File: src/umc_defs.svh
// Constants for the serial port mode-control block
`ifndef UMC_DEFS_SVH
`define UMC_DEFS_SVH

// ********************************************************
// Register map (byte addresses)
// ********************************************************
`define UMC_ADDR_W          4
`define UMC_OFS_MODE        4'h0
`define UMC_OFS_STATUS      4'h4
`define UMC_RESET_MODE      16'h0000
`define UMC_READ_ZERO       32'h0000_0000

// ********************************************************
// Mode register fields
// ********************************************************
`define UMC_BIT_ON          15
`define UMC_BIT_STOP_IN_IDLE        13
`define UMC_BIT_INFRARED_ENABLE        12
`define UMC_BIT_REQUEST_PIN_MODE       11
`define UMC_PINSEL_HI       9
`define UMC_PINSEL_LO       8
`define UMC_BIT_WAKE        7
`define UMC_BIT_LOOPBACK_SELECT      6
`define UMC_BIT_AUTO_RATE_DETECT       5
`define UMC_BIT_RECEIVE_POLARITY_INVERT       4
`define UMC_BIT_HIGH_RATE_SELECT        3
`define UMC_PARITY_DATA_SELECT_HI        2
`define UMC_PARITY_DATA_SELECT_LO        1
`define UMC_BIT_STOP_BIT_SELECT       0
// Writable bits; 14 and 10 are unimplemented
`define UMC_MODE_WMASK      16'hbbff

// ********************************************************
// Pin-enable encodings
// ********************************************************
`define UMC_PINS_TXRX       2'h0
`define UMC_PINS_RTS        2'h1
`define UMC_PINS_CTSRTS     2'h2
`define UMC_PINS_BCLK       2'h3

// ********************************************************
// Infrared timing, in 16x sub-bit ticks
// ********************************************************
`define UMC_IR_TICKS_BIT    4'hf
`define UMC_IR_PULSE_TICKS  4'h3
`define UMC_IR_PH_W         4

`endif

File: src/umc_pkg.sv
// Types shared by the serial port mode-control block
package umc_pkg;

  typedef struct packed {
    logic       module_on;
    logic       stop_in_idle;
    logic       infrared_enable;
    logic       request_pin_mode;
    logic [1:0] pin_enable_select;
    logic       wake_enable;
    logic       loopback_select;
    logic       auto_rate_detect;
    logic       receive_polarity_invert;
    logic       high_rate_select;
    logic [1:0] parity_data_select;
    logic       stop_bit_select;
  } umc_mode_s;

  // Pin index order used by the pin multiplexer
  typedef enum logic [1:0] {
    UMC_PIN_TX   = 2'h0,
    UMC_PIN_RX   = 2'h1,
    UMC_PIN_CTS  = 2'h2,
    UMC_PIN_RTSB = 2'h3
  } umc_pin_e;

  typedef struct packed {
    logic [3:0] own;
    logic [3:0] port_out;
    logic [3:0] port_oe;
  } umc_pin_ctl_s;

endpackage

File: src/umc_irda_codec.sv
// Infrared pulse encoder and decoder for the serial path
`timescale 1ns/1ps
`include "umc_defs.svh"
module umc_irda_codec
  import umc_pkg::*;
#(
  parameter int PH_W = `UMC_IR_PH_W
) (
  input  wire logic sys_clk,
  input  wire logic rst,
  input  wire logic enable,
  input  wire logic tick16,
  input  wire logic bit_start,
  input  wire logic tx_bit,
  input  wire logic ir_rx_n,
  output logic      ir_tx_ff,
  output logic      rx_bit_ff
);

  logic [PH_W-1:0] tx_phase_ff;
  logic [PH_W-1:0] rx_hold_ff;
  logic            rx_busy_ff;

  // ********************************************************
  // Encoder: a zero bit becomes a short high pulse
  // ********************************************************
  always_ff @(posedge sys_clk) begin
    if (rst || !enable) begin
      tx_phase_ff <= '0;
    end else if (bit_start) begin
      tx_phase_ff <= '0;
    end else if (tick16 && tx_phase_ff != PH_W'(`UMC_IR_TICKS_BIT)) begin
      tx_phase_ff <= tx_phase_ff + PH_W'(1);
    end
  end

  always_ff @(posedge sys_clk) begin
    if (rst || !enable) begin
      ir_tx_ff <= 1'b0;
    end else begin
      ir_tx_ff <= !tx_bit && !bit_start && (tx_phase_ff < PH_W'(`UMC_IR_PULSE_TICKS));
    end
  end

  // ********************************************************
  // Decoder: a low pulse stretches to one low bit time
  // ********************************************************
  always_ff @(posedge sys_clk) begin
    if (rst || !enable) begin
      rx_busy_ff <= 1'b0;
      rx_hold_ff <= '0;
    end else if (!ir_rx_n) begin
      rx_busy_ff <= 1'b1;
      rx_hold_ff <= '0;
    end else if (rx_busy_ff && tick16) begin
      rx_hold_ff <= rx_hold_ff + PH_W'(1);
      if (rx_hold_ff == PH_W'(`UMC_IR_TICKS_BIT)) begin
        rx_busy_ff <= 1'b0;
      end
    end
  end

  always_ff @(posedge sys_clk) begin
    if (rst || !enable) begin
      rx_bit_ff <= 1'b1;
    end else begin
      rx_bit_ff <= !(rx_busy_ff || !ir_rx_n);
    end
  end

endmodule

File: src/umc_mode_control.sv
// Serial port mode register, pin ownership, idle, wake and loopback control
//
// Design decisions made here: the address map and register access over Avalon-MM.
`timescale 1ns/1ps
`include "umc_defs.svh"
module umc_mode_control
  import umc_pkg::*;
#(
  parameter int NPINS = 4
) (
  input  wire logic        sys_clk,
  input  wire logic        rst,
  input  wire logic [3:0]  avs_address,
  input  wire logic        avs_read,
  input  wire logic        avs_write,
  input  wire logic [31:0] avs_writedata,
  input  wire logic [3:0]  avs_byteenable,
  output logic      [31:0] avs_readdata,
  output logic             avs_waitrequest,
  input  wire logic        idle_mode,
  input  wire logic        sleep_mode,
  input  wire logic        transmit_enable_bit,
  input  wire logic        core_tx_bit,
  input  wire logic        core_bit_start,
  input  wire logic        core_tick16,
  input  wire logic        core_tx_busy,
  input  wire logic        core_rx_ready,
  input  wire logic        core_baud_clock,
  output logic             core_rx_bit,
  output logic             core_cts,
  output logic             core_run,
  output umc_mode_s        core_mode,
  output logic             wake_request,
  input  wire logic [3:0]  gpio_out,
  input  wire logic [3:0]  gpio_oe,
  input  wire logic [3:0]  pad_in,
  output logic      [3:0]  pad_out,
  output logic      [3:0]  pad_oe
);

  // ********************************************************
  // Bus access state
  // ********************************************************
  typedef enum logic [2:0] {
    UMC_BUS_IDLE = 3'b001,
    UMC_BUS_ACK  = 3'b010,
    UMC_BUS_DONE = 3'b100
  } umc_bus_e;

  umc_bus_e        bus_state_ff;
  umc_bus_e        nxt_bus_state;
  logic            wait_ff;
  logic [31:0]     rdata_ff;
  logic [15:0]     mode_ff;
  logic [15:0]     nxt_mode;
  umc_mode_s       mode_view;
  logic            run_ff;
  logic            rx_prev_ff;
  logic            wake_ff;
  logic            rx_core_ff;
  logic            cts_ff;
  logic            stopped_ff;
  umc_pin_ctl_s    pin_ctl;
  logic            ir_tx;
  logic            ir_rx;
  logic            line_tx;
  logic            line_rx;
  logic            req;
  logic            accept;

  assign req    = avs_read || avs_write;
  assign accept = req && (bus_state_ff == UMC_BUS_ACK);

  // ********************************************************
  // Field view and decoding helpers
  // ********************************************************
  function automatic umc_mode_s unpack_mode(input logic [15:0] m);
    umc_mode_s s;
    s.module_on               = m[`UMC_BIT_ON];
    s.stop_in_idle            = m[`UMC_BIT_STOP_IN_IDLE];
    s.infrared_enable         = m[`UMC_BIT_INFRARED_ENABLE];
    s.request_pin_mode        = m[`UMC_BIT_REQUEST_PIN_MODE];
    s.pin_enable_select       = m[`UMC_PINSEL_HI:`UMC_PINSEL_LO];
    s.wake_enable             = m[`UMC_BIT_WAKE];
    s.loopback_select         = m[`UMC_BIT_LOOPBACK_SELECT];
    s.auto_rate_detect        = m[`UMC_BIT_AUTO_RATE_DETECT];
    s.receive_polarity_invert = m[`UMC_BIT_RECEIVE_POLARITY_INVERT];
    s.high_rate_select        = m[`UMC_BIT_HIGH_RATE_SELECT];
    s.parity_data_select      = m[`UMC_PARITY_DATA_SELECT_HI:`UMC_PARITY_DATA_SELECT_LO];
    s.stop_bit_select         = m[`UMC_BIT_STOP_BIT_SELECT];
    return s;
  endfunction

  // Which pins the port owns, indexed by umc_pin_e
  function automatic logic [3:0] owned_pins(input umc_mode_s s, input logic txen);
    logic [3:0] o;
    o = 4'h0;
    if (s.module_on) begin
      o[UMC_PIN_TX] = txen;
      o[UMC_PIN_RX] = 1'b1;
      if (s.pin_enable_select == `UMC_PINS_CTSRTS) begin
        o[UMC_PIN_CTS]  = 1'b1;
        o[UMC_PIN_RTSB] = 1'b1;
      end else if (s.pin_enable_select == `UMC_PINS_RTS) begin
        o[UMC_PIN_RTSB] = 1'b1;
      end else if (s.pin_enable_select == `UMC_PINS_BCLK) begin
        o[UMC_PIN_RTSB] = 1'b1;
      end
    end
    return o;
  endfunction

  assign mode_view = unpack_mode(mode_ff);

  // ********************************************************
  // Avalon slave: one wait state, then answer
  // ********************************************************
  always_comb begin
    nxt_bus_state = bus_state_ff;
    case (bus_state_ff)
      UMC_BUS_IDLE: begin
        if (req) begin
          nxt_bus_state = UMC_BUS_ACK;
        end
      end
      UMC_BUS_ACK: begin
        nxt_bus_state = UMC_BUS_DONE;
      end
      UMC_BUS_DONE: begin
        nxt_bus_state = UMC_BUS_IDLE;
      end
      default: begin
        nxt_bus_state = UMC_BUS_IDLE;
      end
    endcase
  end

  always_ff @(posedge sys_clk) begin
    if (rst) begin
      bus_state_ff <= UMC_BUS_IDLE;
    end else begin
      bus_state_ff <= nxt_bus_state;
    end
  end

  // Waitrequest drops for exactly the cycle after the request is seen
  always_ff @(posedge sys_clk) begin
    if (rst) begin
      wait_ff <= 1'b1;
    end else begin
      wait_ff <= !(req && bus_state_ff == UMC_BUS_IDLE);
    end
  end

  // Read data is captured one edge early so it stands at the accepting edge
  always_ff @(posedge sys_clk) begin
    if (rst) begin
      rdata_ff <= `UMC_READ_ZERO;
    end else if (avs_read && bus_state_ff == UMC_BUS_IDLE) begin
      if (avs_address == `UMC_OFS_MODE) begin
        rdata_ff <= {16'h0000, mode_ff};
      end else if (avs_address == `UMC_OFS_STATUS) begin
        rdata_ff <= {24'h00_0000, 1'b0, wake_ff, stopped_ff, run_ff, pin_ctl.own};
      end else begin
        rdata_ff <= `UMC_READ_ZERO;
      end
    end
  end

  // ********************************************************
  // Mode register
  // ********************************************************
  always_comb begin
    nxt_mode = mode_ff;
    if (accept && avs_write && avs_address == `UMC_OFS_MODE) begin
      if (avs_byteenable[0]) begin
        nxt_mode[7:0] = avs_writedata[7:0];
      end
      if (avs_byteenable[1]) begin
        nxt_mode[15:8] = avs_writedata[15:8];
      end
      nxt_mode = nxt_mode & `UMC_MODE_WMASK;
    end
  end

  always_ff @(posedge sys_clk) begin
    if (rst) begin
      mode_ff <= `UMC_RESET_MODE;
    end else begin
      mode_ff <= nxt_mode;
    end
  end

  // ********************************************************
  // Run gating for Idle and disable
  // ********************************************************
  // Data path clocks are enabled only by core_run, which keeps a
  // disabled port from toggling anything; an idle-stopped port still drives its owned pins.
  always_ff @(posedge sys_clk) begin
    if (rst) begin
      run_ff     <= 1'b0;
      stopped_ff <= 1'b0;
    end else begin
      run_ff     <= mode_view.module_on && !(mode_view.stop_in_idle && idle_mode);
      stopped_ff <= mode_view.module_on && mode_view.stop_in_idle && idle_mode;
    end
  end

  // ********************************************************
  // Start-bit wake from Sleep
  // ********************************************************
  // A falling receive line while asleep raises wake until Sleep ends;
  // the request is held so a slow power manager cannot miss it.
  always_ff @(posedge sys_clk) begin
    if (rst) begin
      rx_prev_ff <= 1'b1;
    end else begin
      rx_prev_ff <= line_rx;
    end
  end

  always_ff @(posedge sys_clk) begin
    if (rst) begin
      wake_ff <= 1'b0;
    end else if (!sleep_mode || !mode_view.wake_enable || !mode_view.module_on) begin
      wake_ff <= 1'b0;
    end else if (rx_prev_ff && !line_rx) begin
      wake_ff <= 1'b1;
    end
  end

  // ********************************************************
  // Serial path: infrared codec, polarity and loopback
  // ********************************************************
  umc_irda_codec #(
    .PH_W (`UMC_IR_PH_W)
  ) u_irda (
    .sys_clk   (sys_clk),
    .rst       (rst),
    .enable    (run_ff && mode_view.infrared_enable),
    .tick16    (core_tick16),
    .bit_start (core_bit_start),
    .tx_bit    (core_tx_bit),
    .ir_rx_n   (pad_in[UMC_PIN_RX]),
    .ir_tx_ff  (ir_tx),
    .rx_bit_ff (ir_rx)
  );

  assign line_tx = mode_view.infrared_enable ? ir_tx : core_tx_bit;
  assign line_rx = mode_view.infrared_enable ? ir_rx : pad_in[UMC_PIN_RX];

  always_ff @(posedge sys_clk) begin
    if (rst) begin
      rx_core_ff <= 1'b1;
    end else if (!run_ff) begin
      rx_core_ff <= 1'b1;
    end else if (mode_view.loopback_select) begin
      rx_core_ff <= core_tx_bit;
    end else begin
      rx_core_ff <= line_rx ^ mode_view.receive_polarity_invert;
    end
  end

  // Clear-to-send is only heard when the port owns that pin
  always_ff @(posedge sys_clk) begin
    if (rst) begin
      cts_ff <= 1'b0;
    end else if (pin_ctl.own[UMC_PIN_CTS]) begin
      cts_ff <= pad_in[UMC_PIN_CTS];
    end else begin
      cts_ff <= 1'b0;
    end
  end

  // ********************************************************
  // Pin drive values
  // ********************************************************
  always_comb begin
    pin_ctl.own = owned_pins(mode_view, transmit_enable_bit);
    pin_ctl.port_out = 4'h0;
    pin_ctl.port_oe  = 4'h0;
    // Loopback holds the transmit pin at idle so the peer sees no data
    pin_ctl.port_out[UMC_PIN_TX] = mode_view.loopback_select ? 1'b1 : line_tx;
    pin_ctl.port_oe[UMC_PIN_TX]  = 1'b1;
    if (mode_view.pin_enable_select == `UMC_PINS_BCLK) begin
      pin_ctl.port_out[UMC_PIN_RTSB] = core_baud_clock;
    end else if (mode_view.request_pin_mode) begin
      pin_ctl.port_out[UMC_PIN_RTSB] = !core_tx_busy;
    end else begin
      pin_ctl.port_out[UMC_PIN_RTSB] = !core_rx_ready;
    end
    pin_ctl.port_oe[UMC_PIN_RTSB] = 1'b1;
  end

  umc_pin_mux #(
    .NPINS (NPINS)
  ) u_pins (
    .sys_clk    (sys_clk),
    .rst        (rst),
    .own        (pin_ctl.own),
    .port_out   (pin_ctl.port_out),
    .port_oe    (pin_ctl.port_oe),
    .gpio_out   (gpio_out),
    .gpio_oe    (gpio_oe),
    .pad_out_ff (pad_out),
    .pad_oe_ff  (pad_oe)
  );

  // ********************************************************
  // Outputs
  // ********************************************************
  assign avs_readdata    = rdata_ff;
  assign avs_waitrequest = wait_ff;
  assign core_rx_bit     = rx_core_ff;
  assign core_cts        = cts_ff;
  assign core_run        = run_ff;
  assign wake_request    = wake_ff;

  always_ff @(posedge sys_clk) begin
    if (rst) begin
      core_mode <= unpack_mode(`UMC_RESET_MODE);
    end else begin
      core_mode <= unpack_mode(nxt_mode);
    end
  end

endmodule

File: src/umc_pin_mux.sv
// Per-pin choice between the serial port and the general-purpose port
`timescale 1ns/1ps
module umc_pin_mux
  import umc_pkg::*;
#(
  parameter int NPINS = 4
) (
  input  wire logic             sys_clk,
  input  wire logic             rst,
  input  wire logic [NPINS-1:0] own,
  input  wire logic [NPINS-1:0] port_out,
  input  wire logic [NPINS-1:0] port_oe,
  input  wire logic [NPINS-1:0] gpio_out,
  input  wire logic [NPINS-1:0] gpio_oe,
  output logic      [NPINS-1:0] pad_out_ff,
  output logic      [NPINS-1:0] pad_oe_ff
);

  genvar i;
  generate
    for (i = 0; i < NPINS; i++) begin : g_pin
      always_ff @(posedge sys_clk) begin
        if (rst) begin
          pad_out_ff[i] <= 1'b0;
          pad_oe_ff[i]  <= 1'b0;
        end else if (own[i]) begin
          pad_out_ff[i] <= port_out[i];
          pad_oe_ff[i]  <= port_oe[i];
        end else begin
          pad_out_ff[i] <= gpio_out[i];
          pad_oe_ff[i]  <= gpio_oe[i];
        end
      end
    end
  endgenerate

endmodule

File: config.mk
export PLATFORM = sky130hd
export DESIGN_NAME = umc_mode_control
export DESIGN_NICKNAME = d
export VERILOG_FILES = /design/src/umc_pkg.sv /design/src/umc_irda_codec.sv /design/src/umc_mode_control.sv /design/src/umc_pin_mux.sv
export VERILOG_INCLUDE_DIRS = /design/src
export SDC_FILE = /design/constraint.sdc
export NUM_CORES = 1
export LEC_CHECK = 0
export BUFFER_PORTS_ARGS = -buffer_cell sky130_fd_sc_hd__buf_2
export CAP_MARGIN = 10
export CORE_MARGIN = 2
export CORE_UTILIZATION = 43
export CTS_BUF_LIST = sky130_fd_sc_hd__clkbuf_8
export DETAILED_ROUTE_END_ITERATION = 10
export PLACE_DENSITY = 0.81
export SYNTH_ARGS = -nofsm -noshare
export SYNTH_HDL_FRONTEND = slang
export SYNTH_HIERARCHICAL = 1
export SYNTH_SLANG_ARGS = --single-unit
File: constraint.sdc
create_clock -name sys_clk -period 1.5 [get_ports sys_clk]
set_clock_uncertainty 0.15 [all_clocks]
set_input_delay 0.225 -clock sys_clk [delete_from_list [all_inputs] [get_ports sys_clk]]
set_output_delay 0.225 -clock sys_clk [all_outputs]
set_load 0.02 [all_outputs]
* Word-level counts from Yosys, hierarchy flattened
Index checks and enable logic that the tools add are counted.
Cells by class: reduce and logical (&&, ||, !) cells 42, order comparisons 1, mux-type cells 25, add/subtract/negate cells 2, equal/unequal tests 11, bitwise logic cells 4
Operator list (number):
- 16-bit two-way mux | 2
- 1-bit two-way mux | 17
- 8-bit two-way mux | 2
- 1-bit logical AND | 15
- 2-bit OR reduction | 7
- 1-bit logical NOT | 13
- 4-bit by 1-bit adder with 4-bit output, second input constant | 2
- 7-bit two-way mux | 1
- 3-bit case mux with 2 select lines | 1
- 1-bit logical OR | 5
- 2-bit == test, second input constant | 2
- 4-bit by 3-bit == test with 1-bit output, second input constant | 1
- 4-bit == test, second input constant | 1
- 4-bit logical NOT | 1
- 4-bit by 2-bit < comparator with 1-bit output, second input constant | 1
- 4-bit two-way mux | 1
- 2-bit by 1-bit != test with 1-bit output, second input constant | 2
- 4-bit != test, second input constant | 1
- 3-bit by 1-bit == test with 1-bit output, second input constant | 1
- 3-bit by 2-bit == test with 1-bit output, second input constant | 1
- 3-bit two-way mux | 1
- 1-bit inverter | 3
- 2-bit by 1-bit == test with 1-bit output, second input constant | 1
- 2-bit != test, second input constant | 1
- 2 further kinds | 2
Storage, ports and cells: flip-flop bits (word level) 89, output and inout port bits 59, word-level logic and storage cells 120

* Depth between registers and ports, before layout
Gate-level depths: netlist of run 1.
depth in word-level cells 7, mapped depth 5, mapped depth without buffers 5

* Hierarchy
Netlist of run 1, hierarchy kept.
Modules (own cells, without submodules):
- umc_mode_control | instances 1, cells each 197, area each 1814.2 sq um
- umc_irda_codec | instances 1, cells each 52, area each 474.2 sq um
- umc_pin_mux | instances 1, cells each 25, area each 275.3 sq um

* Least setup slack after synthesis of run 1
No wires, ideal clock.
kind register to register, start reg mode_ff[12], end reg u_irda.tx_phase_ff[2], slack -0.014 ns, stages on the path, launching flop included 4, arrival 1.286 ns, setup time 0.078 ns, path buffers 0, cell sequence dfxtp_1 -> and2_1 -> or3b_1 -> nor3_1
On the way: word-level cells in the longest chain between the ends 4
RTL lines:
- start: declaration | RTL line umc_mode_control.sv:54 | logic [15:0] mode_ff;
- start signal: assignment | RTL line umc_mode_control.sv:188 | mode_ff <= `UMC_RESET_MODE;
- start signal: assignment | RTL line umc_mode_control.sv:190 | mode_ff <= nxt_mode;
- 1-bit logical AND | RTL line umc_mode_control.sv:240 | .enable (run_ff && mode_view.infrared_enable),
- 1-bit logical NOT | RTL line umc_irda_codec.sv:28 | if (rst || !enable) begin
- 1-bit logical OR | RTL line umc_irda_codec.sv:28
- 2-bit OR reduction (no line)
- end signal: assignment | RTL line umc_irda_codec.sv:33 | tx_phase_ff <= tx_phase_ff + PH_W'(1);
- end: declaration | RTL line umc_irda_codec.sv:20 | logic [PH_W-1:0] tx_phase_ff;
Every way passes these cells. A chain may end at the register's enable or synchronous reset.

* Worst setup path after layout of run 1
start reg bus_state_ff[0], end reg mode_ff[8]
On the way: word-level cells in the longest chain between the ends 5
RTL lines:
- start: declaration | RTL line umc_mode_control.sv:50 | umc_bus_e bus_state_ff;
- start signal: assignment | RTL line umc_mode_control.sv:142 | bus_state_ff <= nxt_bus_state;
- 3-bit by 2-bit == test with 1-bit output | RTL line umc_mode_control.sv:72 | assign accept = req && (bus_state_ff == UMC_BUS_ACK);
- 1-bit logical AND | RTL line umc_mode_control.sv:72
- 1-bit logical AND | RTL line umc_mode_control.sv:175 | if (accept && avs_write && avs_address == `UMC_OFS_MODE) begin
- 1-bit logical AND (no line)
- 16-bit two-way mux | RTL line umc_mode_control.sv:175
Every way passes these cells.

==> results.txt, run 1 <==
fin nets - 457
Root Buffer - clkbuf_8
Seq cells post-synth - 57
GPL Wtd Cong - 0.732
Worst Path Required - 1.61 ns
Final Util - 59.2%
Post-synth EDFFs - 0
post-route cell area - 0.00346 mm^2
worst slack after detailed placement - -0.0545 ns
Seq/Total Area, Yosys - 44.5%
Chip Height - 81.2 um
cell count after synthesis - 274
dpl cells - 435
Worst Path Max Fanout - 6
antenna viol nets, final - 0
Worst Hold Class - in -> reg
ANT cells - 0
top cells by area, synth - dfxtp_1, mux2i_1, nand2b_1
synth warn - 6
leading area contributor after synthesis - dfxtp_1
Clock Tree Buf Depth - 2
clock sink count - 57
vias per cell - 4.78
Post-Synthesis Cell Area - 0.00256 mm^2
Max-Cap Viols - 0
post-synth top area share - 44.5%
final wirelength - 6100 um
startpoint types - flop
most frequent cells in the layout - buf_2, dfxtp_1, nand2b_1
RSZ-0062 raised after global routing - false
Clk Latency, worst-skew pair - 0.33 ns
setup ws final - 0.0625 ns
Setup CP Type - reg -> reg
count of final max-slew check failures - 0
fin cells - 470
vias in the first global route - 2095
Area after DPL - 0.00305 mm^2
Layout area overhead - 35.1%
TritonRoute pass-1 iters - 4
ratio of cells with drive above 1 in the final layout - 31.6%
CTS tree - done
CORE AREA - 0.00585 mm^2
DIE AREA - 0.00660 mm^2
Fin. Hold Viols - 0
crit end category - flop
vias - 2248
Overall Global Routing Usage - 19.4%
port bufs - 83
synthesized area per cell - 9.36 um^2
Pleak - 1.50 nW
clock buffer count from CTS - 9
# rows - 28
Final period util - 95.8%
H-tree depth - 3
Max Freq - 696 MHz
final setup violation count - 0
initial antenna violation count - 0
ys async rst share - 0%
Worst VDD drop - 525 uV
DP HPWL - 4430 um
I/O pin count - 124
Synth cell types - 42
DR DRC count - 0
Die W - 81.2 um
global route total overflow - 0
commonest non-fill, non-tap cell in the layout - buf_2
setup bufs post-CTS - 0
Setup TNS - 0 ns
DR WL/cell - 13.0 um
Initial Util - 43.8%
1st-iter DRT viols - 92
first-pass GRT wire length - 9520 um
outcome - complete, no violations
crit path DAT - 1.55 ns
largest net degree at the start of global routing - 24
ys flop type - dfxtp_1
CTS clk-pin slew, worst paths - 0.06 ns
Power Dens Cells - 935 mW/mm^2
Tmin final - 1.44 ns
[cells in the mapped netlist, drive strengths merged, types with 3 or more instances]
library cell,n
xor2,3
nor2b,3
nand3,15
clkbuf,7
o21ai,5
and3,4
nand3b,4
nor2,17
mux2i,24
dfxtp,57
nand2,20
buf,24
nand2b,31
mux2,4
a21oi,22
nor3,3
[worst max-delay path, stage by stage, from the launching register on]
cell and delay (ns):
dfxtp_1 0.36, nor4bb_4 0.29, and3_2 0.36, mux2i_1 0.21
[final timing paths]
path               startpoint               to  slack (ns)  depth (start not counted)
max           bus_state_ff[0]       mode_ff[8]        0.06                          3
min          avs_writedata[2]       mode_ff[2]       0.009                          3
max reg2reg   bus_state_ff[0]       mode_ff[8]        0.06                          3
min reg2reg   avs_readdata[5]  avs_readdata[5]        0.30                          2
[through the flow]
step	power [mW]	hold slack [ns]
final	3.24	0.00872
after floorplan	1.81	0.171
after global routing	3.39	0.00973
after CTS	3.27	0.000656
after detailed placement	1.88	0.282
after global placement	1.88	0.277
[routing by layer]
| layer | share of wire (%) | GRT usage (%) |
|---|---|---|
| met5 | 0 | 0 |
| met4 | 1.8 | 9.32 |
| met3 | 5.5 | 4.67 |
| met2 | 50 | 34.2 |
| met1 | 43 | 21.9 |
[cells by family (layout without fill, tap and decap cells)]
logic type	Yosys count	after routing	synth area share (%)
buffers and inverters	33	132	8.64
adder cells (fa/ha/maj)	2	2	0.976
AND/OR/NAND/NOR	115	115	26.0
other	2	24	0.293
XOR/XNOR	3	3	1.03
flip-flops	57	57	44.5
AO/OA/AOI/OAI	34	34	7.42
multiplexers	28	28	11.1
[sequential cells by signal, indices dropped and copies added, names as in the netlist, 3 cells and up]
signal	flops
u_pins/pad_out_ff	4
u_irda/tx_phase_ff	4
u_irda/rx_hold_ff	4
mode_ff	14
u_pins/pad_oe_ff	4
avs_readdata	14
bus_state_ff	3
[report_power, final]
group | switching [mW] | internal, mW
Combinational | 0.187 | 0.155
Clock | 0.574 | 0.768
Sequential | 0.0167 | 1.54
[cell type report]
cell class	instances	area (um^2)
clock buffer	13	179
clock inverter	3	13.8
fill	516	2390
inverter	2	7.51
multi-input combinational	206	1320
sequential	57	1150
tap	75	93.8
timing repair buffer	114	708
[timing repair]
| item | 4_1_cts | 5_1_grt |
|---|---|---|
| pin swaps | 1 | 0 |
| gates resized for setup | 4 | 5 |
| setup endpoints to repair | 15 | 19 |
| hold endpoints to repair | 20 | 0 |
| hold buffers | 19 | 0 |
Note: power is estimated with default switching activity, not from simulation.
==> run 2, diff against run 1 <==
--- a/config.mk
+++ b/config.mk
@@ -9,10 +9,10 @@
 export BUFFER_PORTS_ARGS = -buffer_cell sky130_fd_sc_hd__buf_2
 export CAP_MARGIN = 10
 export CORE_MARGIN = 2
-export CORE_UTILIZATION = 43
+export CORE_UTILIZATION = 48
 export CTS_BUF_LIST = sky130_fd_sc_hd__clkbuf_8
 export DETAILED_ROUTE_END_ITERATION = 10
-export PLACE_DENSITY = 0.81
+export PLACE_DENSITY = 0.86
 export SYNTH_ARGS = -nofsm -noshare
 export SYNTH_HDL_FRONTEND = slang
 export SYNTH_HIERARCHICAL = 1
==> constraint.sdc (replaced) <==
create_clock -name sys_clk -period 1.6 [get_ports sys_clk]
set_clock_uncertainty 0.15 [all_clocks]
set_input_delay 0.24 -clock sys_clk [delete_from_list [all_inputs] [get_ports sys_clk]]
set_output_delay 0.24 -clock sys_clk [all_outputs]
set_load 0.02 [all_outputs]
==> run 2 against run 1 <==
  * Non-clock buffer count down 9
  * Final cell count fell by 3.0%
  * Global-route usage grew 0.92 points
  * Final area decreased by 3.6%
  * Register-to-register slack gained 0.06 ns
  * Total power down 5.6%
  * Wire length shrank 2.9%
  * Critical path type unchanged
  * Critical endpoint is now mode_ff[12]
  * Largest cell class unchanged
  * Highest routed layer unchanged
==> results.txt, run 2 (same netlist as run 1, synthesis figures left out) <==
DP HPWL - 4220 um (was 4430 um)
metal2 WL - 2890 um (was 3030 um)
Internal - 2.32 mW (was 2.46 mW)
outcome - complete, no violations (unchanged)
GPL Wtd Cong - 0.776 (was 0.732)
RSZ-0062 raised after global routing - true (was false)
dpl cells - 430 (was 435)
Overall Global Routing Usage - 20.3% (was 19.4%)
Fill cells - 429 (was 516)
Max Freq - 675 MHz (was 696 MHz)
Reg2Reg Depth - 3 (unchanged)
Final period util - 92.6% (was 95.8%)
fin cells - 456 (was 470)
DR WL/cell - 13.0 um (about the same)
vias per cell - 4.81 (was 4.78)
port bufs - 83 (unchanged)
global route total overflow - 0 (unchanged)
clock sink count - 57 (unchanged)
first-pass GRT wire length - 9520 um (unchanged)
antenna viol nets, final - 0 (unchanged)
commonest non-fill, non-tap cell in the layout - buf_2 (unchanged)
ratio of cells with drive above 1 in the final layout - 31.1% (was 31.6%)
ANT cells - 0 (unchanged)
largest net degree at the start of global routing - 22 (was 24)
Met1 Wirelength - 2600 um (was 2630 um)
CTS clk-pin slew, worst paths - 0.07 ns (was 0.06 ns)
final setup violation count - 0 (unchanged)
Worst VDD drop - 622 uV (was 525 uV)
CORE AREA - 0.00514 mm^2 (was 0.00585 mm^2)
count of final max-slew check failures - 0 (unchanged)
1st-iter DRT viols - 90 (was 92)
DR DRC count - 0 (unchanged)
post-route cell area - 0.00334 mm^2 (was 0.00346 mm^2)
Pleak - 1.46 nW (was 1.50 nW)
# rows - 26 (was 28)
H-tree depth - 3 (unchanged)
Worst Hold Class - in -> reg (unchanged)
initial antenna violation count - 0 (unchanged)
most frequent cells in the layout - buf_2, dfxtp_1, nand2b_1 (unchanged)
Root Buffer - clkbuf_8 (unchanged)
DIE AREA - 0.00594 mm^2 (was 0.00660 mm^2)
startpoint types - flop (unchanged)
clock buffer count from CTS - 9 (unchanged)
fin nets - 448 (was 457)
Setup TNS - 0 ns (unchanged)
Tmin final - 1.48 ns (was 1.44 ns)
vias - 2193 (was 2248)
crit end category - flop (unchanged)
Comb pwr share - 9.6% (was 10.5%)
Fin. Hold Viols - 0 (unchanged)
Area after DPL - 0.00304 mm^2 (was 0.00305 mm^2)
Die W - 77.1 um (was 81.2 um)
Hold WS - 0.0208 ns (was 0.00872 ns)
crit path DAT - 1.59 ns (was 1.55 ns)
Clock Power Share - 42.7% (was 41.4%)
Worst Path Required - 1.71 ns (was 1.61 ns)
CTS tree - done (unchanged)
Chip Height - 77.1 um (was 81.2 um)
Top Layer Used - met4 (unchanged)
TritonRoute pass-1 iters - 4 (unchanged)
Setup CP Type - reg -> reg (unchanged)
metal3 WL - 315 um (was 333 um)
Layout area overhead - 30.3% (was 35.1%)
final wirelength - 5920 um (was 6100 um)
Final Power - 3.06 mW (was 3.24 mW)
part of the power in registers - 47.7% (was 48.1%)
Switch Pwr - 740 uW (was 777 uW)
setup bufs post-CTS - 0 (unchanged)
Power Dens Cells - 916 mW/mm^2 (was 935 mW/mm^2)
hold path depth - 3 (unchanged)
Initial Util - 49.9% (was 43.8%)
Worst Path Max Fanout - 6 (unchanged)
Max-Cap Viols - 0 (unchanged)
Clock Tree Buf Depth - 2 (unchanged)
Clk Latency, worst-skew pair - 0.33 ns (about the same)
Switching Fraction - 24.2% (was 24.0%)
I/O pin count - 124 (unchanged)
vias in the first global route - 2034 (was 2095)
## run 2: changes by cell type in the layout (fill, tap and decap cells not counted), sizes merged
cell	delta
bufinv	+1
clkbuf	-3
clkinv	+2
dlygate4sd3	-9
inv	-1
clkinvlp	+1
## run 2: worst paths after layout
path	slack (ns)	from	to
worst min-delay path	0.02	avs_writedata[7]	mode_ff[7]
worst max register to register	0.12	bus_state_ff[1]	mode_ff[12]
worst max-delay path	0.12	bus_state_ff[1]	mode_ff[12]
worst min register to register	0.30	avs_readdata[13]	avs_readdata[13]
## run 2: through the flow
step	setup WS (ns)	util, %
6_report	0.118	65.0
3_5_place_dp	0.0737	59.1
2_1_floorplan	0.0858	-
3_3_place_gp	0.109	59.1
4_1_cts	0.0411	64.8
5_1_grt	0.0190	65.0
## run 2: critical path, cell delays in order, from the launching register on
cell,delay (ns)
dfxtp_1,0.36
nor4bb_2,0.31
and3_2,0.36
mux2i_1,0.22
## run 2: repair_timing
action	4_1_cts	5_1_grt
endpoints found under the hold margin	11	0
hold buffers	10	0
setup endpoints to repair	0	14
gates resized for setup	0	1
## run 2: layer usage
| metal | vias up | track usage [%] |
|---|---|---|
| met5 | - | 0 |
| met4 | 0 | 10.4 |
| met3 | 10 | 2.82 |
| met2 | 84 | 35.7 |
| met1 | 982 | 24.2 |
| li1 | 1117 | - |
## run 2: area by class of cell
cell class	count	area (um^2)	area share, %
timing repair buffer	105	618	18.5
tap	70	87.6	2.62
inverter	2	7.51	0.225
clock buffer	10	138	4.12
clock inverter	6	57.6	1.72
multi-input combinational	206	1290	38.6
sequential	57	1140	34.2
## run 2: power groups by stage
stage	Combinational, mW	Sequential [mW]	Clock, mW
floorplan	0.185	1.51	0
global placement	0.267	1.49	0
detailed placement	0.272	1.49	0
CTS	0.291	1.46	1.34
global route	0.321	1.46	1.39
finish	0.295	1.46	1.31
